--- config.mk ---
export PLATFORM = sky130hd
export DESIGN_NAME = usb_endpoint_data_transfer
export DESIGN_NICKNAME = d
export VERILOG_FILES = /design/src/logic/usb_ep_pkg.sv /design/src/logic/stream_if.sv /design/src/logic/usb_endpoint_data_transfer.sv /design/src/logic/ep_bank_mem.sv /design/src/logic/ep_stream_fifo.sv
export VERILOG_INCLUDE_DIRS = /design/src /design/src/logic
export SDC_FILE = /design/constraint.sdc
export NUM_CORES = 2
export LEC_CHECK = 0
export BUFFER_PORTS_ARGS = -buffer_cell sky130_fd_sc_hd__buf_2
export CAP_MARGIN = 5
export CORE_ASPECT_RATIO = 1.25
export CORE_MARGIN = 8
export CORE_UTILIZATION = 40
export CTS_CLUSTER_SIZE = 16
export DETAILED_ROUTE_END_ITERATION = 10
export PLACE_DENSITY = 0.61
export SLEW_MARGIN = 20
export SYNTH_ARGS = -nofsm -noshare
export SYNTH_HDL_FRONTEND = slang
export SYNTH_HIERARCHICAL = 1
export SYNTH_SLANG_ARGS = --single-unit
--- constraint.sdc ---
create_clock -name CLK -period 6.8 [get_ports CLK]
set_input_delay 0.34 -clock CLK [delete_from_list [all_inputs] [get_ports CLK]]
set_output_delay 0.34 -clock CLK [all_outputs]
set_load 0.05 [all_outputs]
--- src/logic/usb_ep_defs.svh ---
`ifndef USB_EP_DEFS_SVH
`define USB_EP_DEFS_SVH

// Clock rate of the endpoint logic
`define EP_CLK_HZ 25000000

// Bytes per FIFO bank and depth of the OUT staging FIFO
`define EP_BANK_DEPTH 64
`define EP_STAGE_DEPTH 16
`define EP_DATA_W 8

// Reset values of the endpoint flags
`define EP_TX_READY_RST 2'b00
`define EP_TX_COMPLETE_RST 1'b0
`define EP_RX_FULL_RST 2'b00

`endif

--- src/logic/usb_ep_pkg.sv ---
package usb_ep_pkg;

  typedef enum {IN_IDLE, IN_FETCH, IN_WAIT, IN_PRESENT} in_state_e;

  typedef enum {RD_NONE, RD_SOFT, RD_USB} rd_owner_e;

endpackage

--- src/logic/stream_if.sv ---
`timescale 1ns/1ps
interface stream_if #(parameter int WIDTH = 8);
  logic valid;
  logic ready;
  logic [WIDTH-1:0] data;
  modport src (output valid, output data, input ready);
  modport snk (input valid, input data, output ready);
endinterface

--- src/logic/usb_endpoint_data_transfer.sv ---
`timescale 1ns/1ps
`include "usb_ep_defs.svh"

// Summary of operation
// Isochronous IN only on ping-pong endpoints; otherwise IN tokens get NAK.
// Software checks packet-ready clear before writing IN bytes to the FIFO.
// Software sets packet-ready after loading a bank to hand it over.
// Host ACK of an IN packet sets transmit-complete, releasing the bank.
// Endpoint interrupt pending while transmit-complete is set.
// Ping-pong endpoint has two banks: one device-owned, one software-owned.
// Ping-pong: software may fill the second bank right after handing the first.
// Software arms the second bank only after transmit-complete of the first.
// No bank marked ready: IN requests answered with NAK.
// Isochronous OUT only on ping-pong endpoints; otherwise OUT gets NAK.
// Single-bank OUT: NAK while software owns FIFO, else store and ACK.
// Packet stored in bank 0 sets bank-0 full flag; interrupt pends meanwhile.
// Received byte count of the software bank is reported.
// Software reads all bytes before clearing the receive flag.
// Clearing a single-bank receive flag frees the FIFO for the next packet.
// Ping-pong OUT: first packet to bank 0, next one straight into bank 1.
// Packet stored in bank 1 sets bank-1 full flag; interrupt pends meanwhile.
// After bank 0 is cleared the next OUT packet goes to bank 0 again.
// Interrupt pends while either receive flag is set.
// Software tracks bank order itself and clears bank 0 and 1 alternately.
// FIFO contents move one byte per software read or write.
// Register side and USB side share one clock in this build.
// ACK clears the bank's packet-ready; software clears transmit-complete.
module usb_endpoint_data_transfer
  import usb_ep_pkg::*;
#(
  parameter int BANK_DEPTH = `EP_BANK_DEPTH,
  parameter int STAGE_DEPTH = `EP_STAGE_DEPTH
) (
  input wire logic CLK,
  input wire logic NRST,
  input wire logic PING_PONG,
  input wire logic ISO_MODE,
  input wire logic SW_WR,
  input wire logic [`EP_DATA_W-1:0] SW_WDATA,
  input wire logic SW_RD,
  input wire logic SW_SET_TX_READY,
  input wire logic SW_CLR_TX_COMPLETE,
  input wire logic SW_CLR_RX_BANK0,
  input wire logic SW_CLR_RX_BANK1,
  output logic [`EP_DATA_W-1:0] SW_RDATA,
  output logic SW_RDATA_VALID,
  output logic TX_PACKET_READY,
  output logic TX_COMPLETE,
  output logic RX_BANK0_FULL,
  output logic RX_BANK1_FULL,
  output logic [$clog2(BANK_DEPTH+1)-1:0] RX_BYTE_COUNT,
  output logic EP_IRQ_PENDING,
  input wire logic IN_TOKEN,
  input wire logic IN_READY,
  input wire logic HOST_ACK,
  output logic [`EP_DATA_W-1:0] IN_DATA,
  output logic IN_VALID,
  output logic IN_LAST,
  output logic IN_DONE,
  output logic IN_NAK,
  input wire logic OUT_START,
  input wire logic OUT_VALID,
  input wire logic [`EP_DATA_W-1:0] OUT_DATA,
  input wire logic OUT_END,
  output logic OUT_READY,
  output logic OUT_ACK,
  output logic OUT_NAK
);
  localparam int AW = $clog2(BANK_DEPTH);
  localparam int CW = $clog2(BANK_DEPTH + 1);
  localparam logic [CW-1:0] BANK_FULL = CW'(BANK_DEPTH);

  if (BANK_DEPTH < 2 || (BANK_DEPTH & (BANK_DEPTH - 1)) != 0) begin : g_chk
    $error("BANK_DEPTH must be a power of two, at least 2");
  end

  function automatic logic [AW:0] bank_addr(input logic bank, input logic [CW-1:0] off);
    bank_addr = {bank, off[AW-1:0]};
  endfunction

  // Iso traffic is refused on a single-bank endpoint
  wire iso_ok = !ISO_MODE || PING_PONG;

  // IN side state
  logic [1:0] tx_rdy;
  logic tx_comp;
  logic sw_in_bank;
  logic usb_in_bank;
  logic [CW-1:0] sw_wr_ptr;
  logic [CW-1:0] in_len [0:1];
  logic [CW-1:0] in_idx;
  logic in_sent;
  in_state_e in_state;

  // OUT side state
  logic [1:0] rx_full;
  logic [CW-1:0] rx_cnt [0:1];
  logic out_bank;
  logic out_active;
  logic out_ending;
  logic [CW-1:0] out_ptr;
  logic sw_rx_bank;
  logic [CW-1:0] rd_ptr;
  rd_owner_e rd_owner;

  logic [`EP_DATA_W-1:0] mem_rdata;
  stream_if #(.WIDTH(`EP_DATA_W)) stage_in ();
  stream_if #(.WIDTH(`EP_DATA_W)) stage_out ();

  // Software byte access, one byte per strobe
  wire sw_wr_go = SW_WR && !tx_rdy[sw_in_bank] && sw_wr_ptr != BANK_FULL;
  wire sw_rd_go = SW_RD && rx_full[sw_rx_bank] && rd_ptr < rx_cnt[sw_rx_bank];
  wire in_rd_go = in_state == IN_FETCH && !sw_rd_go;

  // Software write has the port; the staging FIFO stalls behind it
  assign stage_out.ready = !sw_wr_go;
  wire drain_go = stage_out.valid && !sw_wr_go;
  wire drain_wr = drain_go && out_ptr != BANK_FULL;

  wire mem_wr_en = sw_wr_go || drain_wr;
  wire [AW:0] mem_wr_addr = sw_wr_go ? bank_addr(sw_in_bank, sw_wr_ptr)
                                     : bank_addr(out_bank, out_ptr);
  wire [`EP_DATA_W-1:0] mem_wr_data = sw_wr_go ? SW_WDATA : stage_out.data;
  wire mem_rd_en = sw_rd_go || in_rd_go;
  wire [AW:0] mem_rd_addr = sw_rd_go ? bank_addr(sw_rx_bank, rd_ptr)
                                     : bank_addr(usb_in_bank, in_idx);

  // Bytes enter the FIFO only inside an accepted OUT packet
  assign stage_in.valid = OUT_VALID && out_active;
  assign stage_in.data = OUT_DATA;

  ep_bank_mem #(.WIDTH(`EP_DATA_W), .DEPTH(2 * BANK_DEPTH)) u_mem (
    .clk(CLK),
    .wr_en(mem_wr_en),
    .wr_addr(mem_wr_addr),
    .wr_data(mem_wr_data),
    .rd_en(mem_rd_en),
    .rd_addr(mem_rd_addr),
    .rd_data(mem_rdata)
  );

  ep_stream_fifo #(.WIDTH(`EP_DATA_W), .DEPTH(STAGE_DEPTH)) u_stage (
    .clk(CLK),
    .rst_n(NRST),
    .wr(stage_in.snk),
    .rd(stage_out.src)
  );
  // IN control decode
  wire in_idle = in_state == IN_IDLE;
  wire tok_go = IN_TOKEN && in_idle;
  wire tok_send = tok_go && tx_rdy[usb_in_bank] && iso_ok;
  wire tok_zlp = tok_send && in_len[usb_in_bank] == '0;
  wire in_last_byte = in_idx == in_len[usb_in_bank] - CW'(1);
  wire in_end = in_state == IN_PRESENT && IN_READY && IN_LAST;
  wire ack_go = HOST_ACK && in_idle && in_sent;
  wire arm_go = SW_SET_TX_READY && !tx_rdy[sw_in_bank];
  // OUT control decode
  wire out_go = OUT_START && !out_active;
  wire out_take = out_go && iso_ok && !rx_full[out_bank];
  wire out_store = out_ending && !stage_out.valid;
  logic [1:0] next_tx_rdy;
  logic next_tx_comp;
  logic [1:0] next_rx_full;
  always_comb begin
    next_tx_rdy = tx_rdy;
    if (ack_go) next_tx_rdy[usb_in_bank] = 1'b0;
    if (arm_go) next_tx_rdy[sw_in_bank] = 1'b1;
  end
  // A new ACK wins over a software clear in the same cycle
  assign next_tx_comp = ack_go || (tx_comp && !SW_CLR_TX_COMPLETE);
  // Store comes last so a set beats a clear in the same cycle
  always_comb begin
    next_rx_full = rx_full;
    if (SW_CLR_RX_BANK0) next_rx_full[0] = 1'b0;
    if (SW_CLR_RX_BANK1) next_rx_full[1] = 1'b0;
    if (out_store) next_rx_full[out_bank] = 1'b1;
  end

  always_ff @(posedge CLK or negedge NRST) begin
    if (!NRST) begin
      tx_rdy <= `EP_TX_READY_RST;
      tx_comp <= `EP_TX_COMPLETE_RST;
      rx_full <= `EP_RX_FULL_RST;
    end else begin
      tx_rdy <= next_tx_rdy;
      tx_comp <= next_tx_comp;
      rx_full <= next_rx_full;
    end
  end

  // Software fill side of the IN banks
  always_ff @(posedge CLK or negedge NRST) begin
    if (!NRST) begin
      sw_in_bank <= 1'b0;
      sw_wr_ptr <= '0;
      in_len[0] <= '0;
      in_len[1] <= '0;
    end else if (arm_go) begin
      in_len[sw_in_bank] <= sw_wr_ptr;
      sw_wr_ptr <= '0;
      sw_in_bank <= PING_PONG ? !sw_in_bank : 1'b0;
    end else if (sw_wr_go) begin
      sw_wr_ptr <= sw_wr_ptr + CW'(1);
    end
  end

  // Device side of the IN banks: stream, then wait for the handshake
  always_ff @(posedge CLK or negedge NRST) begin
    if (!NRST) begin
      in_state <= IN_IDLE;
      in_idx <= '0;
      in_sent <= 1'b0;
      usb_in_bank <= 1'b0;
    end else begin
      case (in_state)
        IN_IDLE: begin
          if (tok_send && !tok_zlp) begin
            in_idx <= '0;
            in_state <= IN_FETCH;
          end
          if (tok_zlp) in_sent <= 1'b1;
          if (ack_go) begin
            in_sent <= 1'b0;
            usb_in_bank <= PING_PONG ? !usb_in_bank : 1'b0;
          end
        end
        IN_FETCH: begin
          if (in_rd_go) in_state <= IN_WAIT;
        end
        IN_WAIT: in_state <= IN_PRESENT;
        IN_PRESENT: begin
          if (IN_READY) begin
            in_idx <= in_idx + CW'(1);
            in_state <= IN_LAST ? IN_IDLE : IN_FETCH;
            in_sent <= in_sent || IN_LAST;
          end
        end
        default: in_state <= IN_IDLE;
      endcase
    end
  end
  // Byte presented to the bus engine
  always_ff @(posedge CLK or negedge NRST) begin
    if (!NRST) begin
      IN_DATA <= '0;
      IN_VALID <= 1'b0;
      IN_LAST <= 1'b0;
      IN_DONE <= 1'b0;
      IN_NAK <= 1'b0;
    end else begin
      if (in_state == IN_WAIT) begin
        IN_DATA <= mem_rdata;
        IN_VALID <= 1'b1;
        IN_LAST <= in_last_byte;
      end else if (in_state == IN_PRESENT && IN_READY) begin
        IN_VALID <= 1'b0;
        IN_LAST <= 1'b0;
      end
      IN_DONE <= in_end || tok_zlp;
      IN_NAK <= tok_go && !tok_send;
    end
  end
  // OUT packet reception into the free bank
  always_ff @(posedge CLK or negedge NRST) begin
    if (!NRST) begin
      out_bank <= 1'b0;
      out_active <= 1'b0;
      out_ending <= 1'b0;
      out_ptr <= '0;
      rx_cnt[0] <= '0;
      rx_cnt[1] <= '0;
      OUT_ACK <= 1'b0;
      OUT_NAK <= 1'b0;
    end else begin
      OUT_ACK <= out_store;
      OUT_NAK <= out_go && !out_take;
      if (out_take) begin
        out_active <= 1'b1;
        out_ptr <= '0;
      end else if (drain_wr) begin
        out_ptr <= out_ptr + CW'(1);
      end
      if (OUT_END && out_active) out_ending <= 1'b1;
      // Flag set only once the staging FIFO has fully drained
      if (out_store) begin
        rx_cnt[out_bank] <= out_ptr;
        out_active <= 1'b0;
        out_ending <= 1'b0;
        out_bank <= PING_PONG ? !out_bank : 1'b0;
      end
    end
  end

  // Software read side of the OUT banks
  always_ff @(posedge CLK or negedge NRST) begin
    if (!NRST) begin
      sw_rx_bank <= 1'b0;
      rd_ptr <= '0;
    end else if (SW_CLR_RX_BANK0 || SW_CLR_RX_BANK1) begin
      // Order is not tracked here; software alternates the clears
      rd_ptr <= '0;
      sw_rx_bank <= PING_PONG ? SW_CLR_RX_BANK0 : 1'b0;
    end else if (sw_rd_go) begin
      rd_ptr <= rd_ptr + CW'(1);
    end
  end

  always_ff @(posedge CLK or negedge NRST) begin
    if (!NRST) begin
      rd_owner <= RD_NONE;
      SW_RDATA <= '0;
      SW_RDATA_VALID <= 1'b0;
    end else begin
      rd_owner <= sw_rd_go ? RD_SOFT : (in_rd_go ? RD_USB : RD_NONE);
      SW_RDATA_VALID <= rd_owner == RD_SOFT;
      if (rd_owner == RD_SOFT) SW_RDATA <= mem_rdata;
    end
  end

  // Status outputs, one cycle behind the flags; both share CLK here
  always_ff @(posedge CLK or negedge NRST) begin
    if (!NRST) begin
      TX_PACKET_READY <= 1'b0;
      TX_COMPLETE <= 1'b0;
      RX_BANK0_FULL <= 1'b0;
      RX_BANK1_FULL <= 1'b0;
      RX_BYTE_COUNT <= '0;
      EP_IRQ_PENDING <= 1'b0;
      OUT_READY <= 1'b0;
    end else begin
      TX_PACKET_READY <= tx_rdy[sw_in_bank];
      TX_COMPLETE <= tx_comp;
      RX_BANK0_FULL <= rx_full[0];
      RX_BANK1_FULL <= rx_full[1];
      RX_BYTE_COUNT <= rx_full[sw_rx_bank] ? rx_cnt[sw_rx_bank] : '0;
      EP_IRQ_PENDING <= tx_comp || rx_full[0] || rx_full[1];
      OUT_READY <= stage_in.ready && out_active;
    end
  end
endmodule

--- src/logic/ep_bank_mem.sv ---
`timescale 1ns/1ps
module ep_bank_mem #(
  parameter int WIDTH = 8,
  parameter int DEPTH = 128
) (
  input wire logic clk,
  input wire logic wr_en,
  input wire logic [$clog2(DEPTH)-1:0] wr_addr,
  input wire logic [WIDTH-1:0] wr_data,
  input wire logic rd_en,
  input wire logic [$clog2(DEPTH)-1:0] rd_addr,
  output logic [WIDTH-1:0] rd_data
);
  logic [WIDTH-1:0] mem [0:DEPTH-1];

  // No reset: plain storage, read data held until the next read
  always_ff @(posedge clk) begin
    if (wr_en) begin
      mem[wr_addr] <= wr_data;
    end
    if (rd_en) begin
      rd_data <= mem[rd_addr];
    end
  end
endmodule

--- src/logic/ep_stream_fifo.sv ---
`timescale 1ns/1ps
module ep_stream_fifo #(
  parameter int WIDTH = 8,
  parameter int DEPTH = 16
) (
  input wire logic clk,
  input wire logic rst_n,
  stream_if.snk wr,
  stream_if.src rd
);
  localparam int PW = $clog2(DEPTH);
  localparam int CW = $clog2(DEPTH + 1);
  localparam logic [CW-1:0] FULL_CNT = CW'(DEPTH);

  if (DEPTH < 2 || (DEPTH & (DEPTH - 1)) != 0) begin : g_chk
    $error("ep_stream_fifo: DEPTH must be a power of two, at least 2");
  end

  logic [WIDTH-1:0] mem [0:DEPTH-1];
  logic [PW-1:0] wp;
  logic [PW-1:0] rp;
  logic [CW-1:0] cnt;
  logic [CW-1:0] next_cnt;
  wire push = wr.valid & wr.ready;
  wire pop = rd.valid & rd.ready;

  assign next_cnt = cnt + CW'(push) - CW'(pop);
  assign rd.data = mem[rp];

  always_ff @(posedge clk) begin
    if (push) begin
      mem[wp] <= wr.data;
    end
  end

  // Flags registered from the next count so both stay honest
  always_ff @(posedge clk or negedge rst_n) begin
    if (!rst_n) begin
      wp <= '0;
      rp <= '0;
      cnt <= '0;
      rd.valid <= 1'b0;
      wr.ready <= 1'b0;
    end else begin
      wp <= wp + PW'(push);
      rp <= rp + PW'(pop);
      cnt <= next_cnt;
      rd.valid <= next_cnt != '0;
      wr.ready <= next_cnt != FULL_CNT;
    end
  end
endmodule

==> impl_metrics.env <==
export IMPL_fin_crit_ps=5650
export IMPL_crit_path_top_delay_cell="dfrtp_1"
export IMPL_max_stage_delay_ps=670
export IMPL_drive_gt1_share_pct=28.4
export IMPL_area_growth_pct=13.1
export IMPL_setup_viol=0
export IMPL_io_pins=68
export IMPL_place_area_um2=53500
export IMPL_cts_sinks=1283
export IMPL_portBuffers=67
export IMPL_vdd_drop_max_mv=0.368
export IMPL_groute_usage_overall_pct=17.4
export IMPL_path_buf_inv=2
export IMPL_startpoint_type="flip-flop"
export IMPL_hpwl_um=77800
export IMPL_grt_overflow=0
export IMPL_via_count=24600
export IMPL_required_ps=7280
export IMPL_antenna_found_initial=0
export IMPL_final_hold_viol_count=0
export IMPL_grt_pass1_vias=25800
export IMPL_crit_path_max_fanout=64
export IMPL_routed_wl_um=122000
export IMPL_critical_path_cell_chain="mux2i_1, ha_1, a21o_2, a2111o_4, a21oi_4, buf_4, mux2_8, buf_4, mux4_2, mux4_2, mux4_2, mux2_2"
export IMPL_synth_ff_type="edfxtp_1"
export IMPL_vias_per_cell=5.59
export IMPL_status="finished clean"
export IMPL_async_reset_ff_share_pct=9.59
export IMPL_cts_tree="built"
export IMPL_initial_core_util_pct=40.2
export IMPL_root_buffer="clkbuf_16"
export IMPL_num_rows=146
export IMPL_leakagePower_nw=18.3
export IMPL_clkTransAtPathRegs_ps=60
export IMPL_power_density_nw_per_um2=457
export IMPL_arrival_ps=6130
export IMPL_most_common_layout_cells="edfxtp_1 (1,160), mux4_2 (352), nor2_1 (163)"
export IMPL_tightestPinTransition_ps=1170
export IMPL_grt_pass1_wl_um=179000
export IMPL_place_congestion=0.839
export IMPL_synth_edf_count=1160
export IMPL_avgSynthCellArea_um2=20.8
export IMPL_die_w_um=335
export IMPL_antenna_left=0
export IMPL_htree_levels=3
export IMPL_yosysWarnings=6
export IMPL_firstDrtPassIters=7
export IMPL_power_mw=26.3
export IMPL_wl_per_cell_um=27.7
export IMPL_synth_area_um2=50900
export IMPL_ys_seq_area_share_pct=74.4
export IMPL_fin_worst_skew_ps=36.5
export IMPL_instances_no_fill=4398
export IMPL_drc=0
export IMPL_grt_max_degree=117
export IMPL_dieHeight_um=415
export IMPL_core_area_um2=127000
export IMPL_crit_type="flip-flop to flip-flop"
export IMPL_synthesis_nets=2507
export IMPL_slew_viol_final=0
export IMPL_numCtsBuffers=115
export IMPL_setup_tns_ps=0
export IMPL_hp_class="input pin to flip-flop"
export IMPL_drtIter0Drc=2594
export IMPL_end_kind="flip-flop"
export IMPL_synth_seq_cells=1283
export IMPL_drv_cap=0
export IMPL_netlist_instances=2450
export IMPL_antenna_cells=0
export IMPL_fmax_ghz=0.177
export IMPL_yosysUniqueCellTypes=66
export IMPL_slew_headroom_pct=21.9
export IMPL_layout_commonest_cell="edfxtp_1"
export IMPL_period_share_pct=83.1
export IMPL_rsz0062_at_grt="false"
export IMPL_dieArea_um2=139000
export IMPL_crit_top_cell="mux4_2"
export IMPL_clkLatencyLatePin_ps=730
export IMPL_fin_area_um2=57600
export IMPL_postCtsSetupBuffers=0
export IMPL_final_nets=2652
export IMPL_clock_path_buffers=3
export IMPL_crit_family="multiplexers"
export IMPL_place_inst=4163
metrics by stage:
stage	utilization [%]	setup slack, ps	hold slack (ps)
finish	45.5	1150	51.1
global route	45.5	956	25.8
CTS	45.5	1160	3.33
detailed placement	42.3	1170	359
global placement	42.3	1120	347
floorplan	-	1900	44.4
worst register-to-register path, delay by kind of cell, from the launching register on:
family	cells	cell delay [ps]
buffers and inverters	2	790
flip-flops	1	670
multiplexers	6	2740
AO/OA/AOI/OAI	3	910
adder cells (fa/ha/maj)	1	290
final cells by class:
| cell class | instances | area, um2 |
|---|---|---|
| Clock buffer | 150 | 3070 |
| Clock inverter | 68 | 782 |
| Fill cell | 10600 | 69000 |
| Inverter | 28 | 105 |
| Multi-Input combinational cell | 1019 | 12500 |
| Sequential cell | 1283 | 37900 |
| Tap cell | 1702 | 2130 |
| Timing Repair Buffer | 148 | 1120 |
final timing paths:
check	from	to	slack (ps)	depth (start not counted)
max in group asynchronous	NRST	in_state[0]	5480	3
min in group asynchronous	NRST	u_stage/cnt[4]	140	2
worst max register to register	sw_rx_bank	u_mem/rd_data[6]	1150	12
worst min register to register	tx_comp	TX_COMPLETE	390	0
worst max-delay path	sw_rx_bank	u_mem/rd_data[6]	1150	12
worst min-delay path	OUT_DATA[6]	u_stage/mem[2][6]	50	1
flip-flops by register name, summed over array words and instances (netlist names), 2 cells and up:
register       flops
IN_DATA            8
RX_BYTE_COUNT      7
SW_RDATA           8
in_idx             7
in_len            14
in_state           2
out_ptr            7
rd_owner           2
rd_ptr             7
rx_cnt            14
rx_full            2
sw_wr_ptr          7
tx_rdy             2
u_mem/mem       1024
u_mem/rd_data      8
u_stage/cnt        5
u_stage/mem      128
u_stage/rp         4
u_stage/wp         4
logic make-up (layout without fill, tap and decap cells):
logic type | count (synthesis) | count (layout) | share of synthesized area [%]
simple gates | 397 | 397 | 3.42
fa+ha+maj | 25 | 25 | 0.629
mux | 460 | 460 | 17.8
flops | 1283 | 1283 | 74.4
compound gates | 103 | 103 | 1.66
xor+xnor | 34 | 34 | 0.585
buf+inv | 148 | 394 | 1.44
cells in the mapped netlist (all sizes together), types with 3 or more instances:
library cell | count | area share (%)
clkbuf | 56 | 0.43
nand3 | 25 | 0.25
nor3b | 3 | 0.044
buf | 64 | 0.80
a21o | 6 | 0.093
a211oi | 5 | 0.084
o21ai | 32 | 0.32
mux2i | 53 | 1.0
mux4 | 352 | 16
dfrtp | 123 | 6.0
nor2b | 11 | 0.14
edfxtp | 1160 | 68
ha | 24 | 0.59
nand2 | 108 | 0.80
mux2 | 55 | 1.2
a22oi | 8 | 0.12
nor3 | 24 | 0.24
inv | 28 | 0.21
or3 | 6 | 0.079
nand3b | 3 | 0.044
a221oi | 17 | 0.42
a21oi | 15 | 0.17
nand4 | 11 | 0.14
nand2b | 13 | 0.16
xnor2 | 23 | 0.40
a2111oi | 5 | 0.20
and3 | 3 | 0.037
xor2 | 11 | 0.19
nor2 | 173 | 1.3
and2 | 9 | 0.12
per-layer routing:
metal	track usage (%)	wire length, um	vias to the layer above
li1	-	-	10300
met1	21.7	46800	13200
met2	30.7	63900	862
met3	2.89	7170	190
met4	6.00	4170	0
met5	0	0	-
report_power, final:
group	switching (mW)	leakage (nW)	total [mW]	internal (mW)
clock network	2.86	1.87	6.63	3.77
registers	0.421	12.0	11.8	11.4
logic	5.32	4.44	7.87	2.55
what timing repair did:
item,4_1_cts,5_1_grt
gates resized for setup,0,0
hold buffers,17,0
hold endpoints to repair,162,0
No activity file was read; power rests on OpenSTA's default activity.
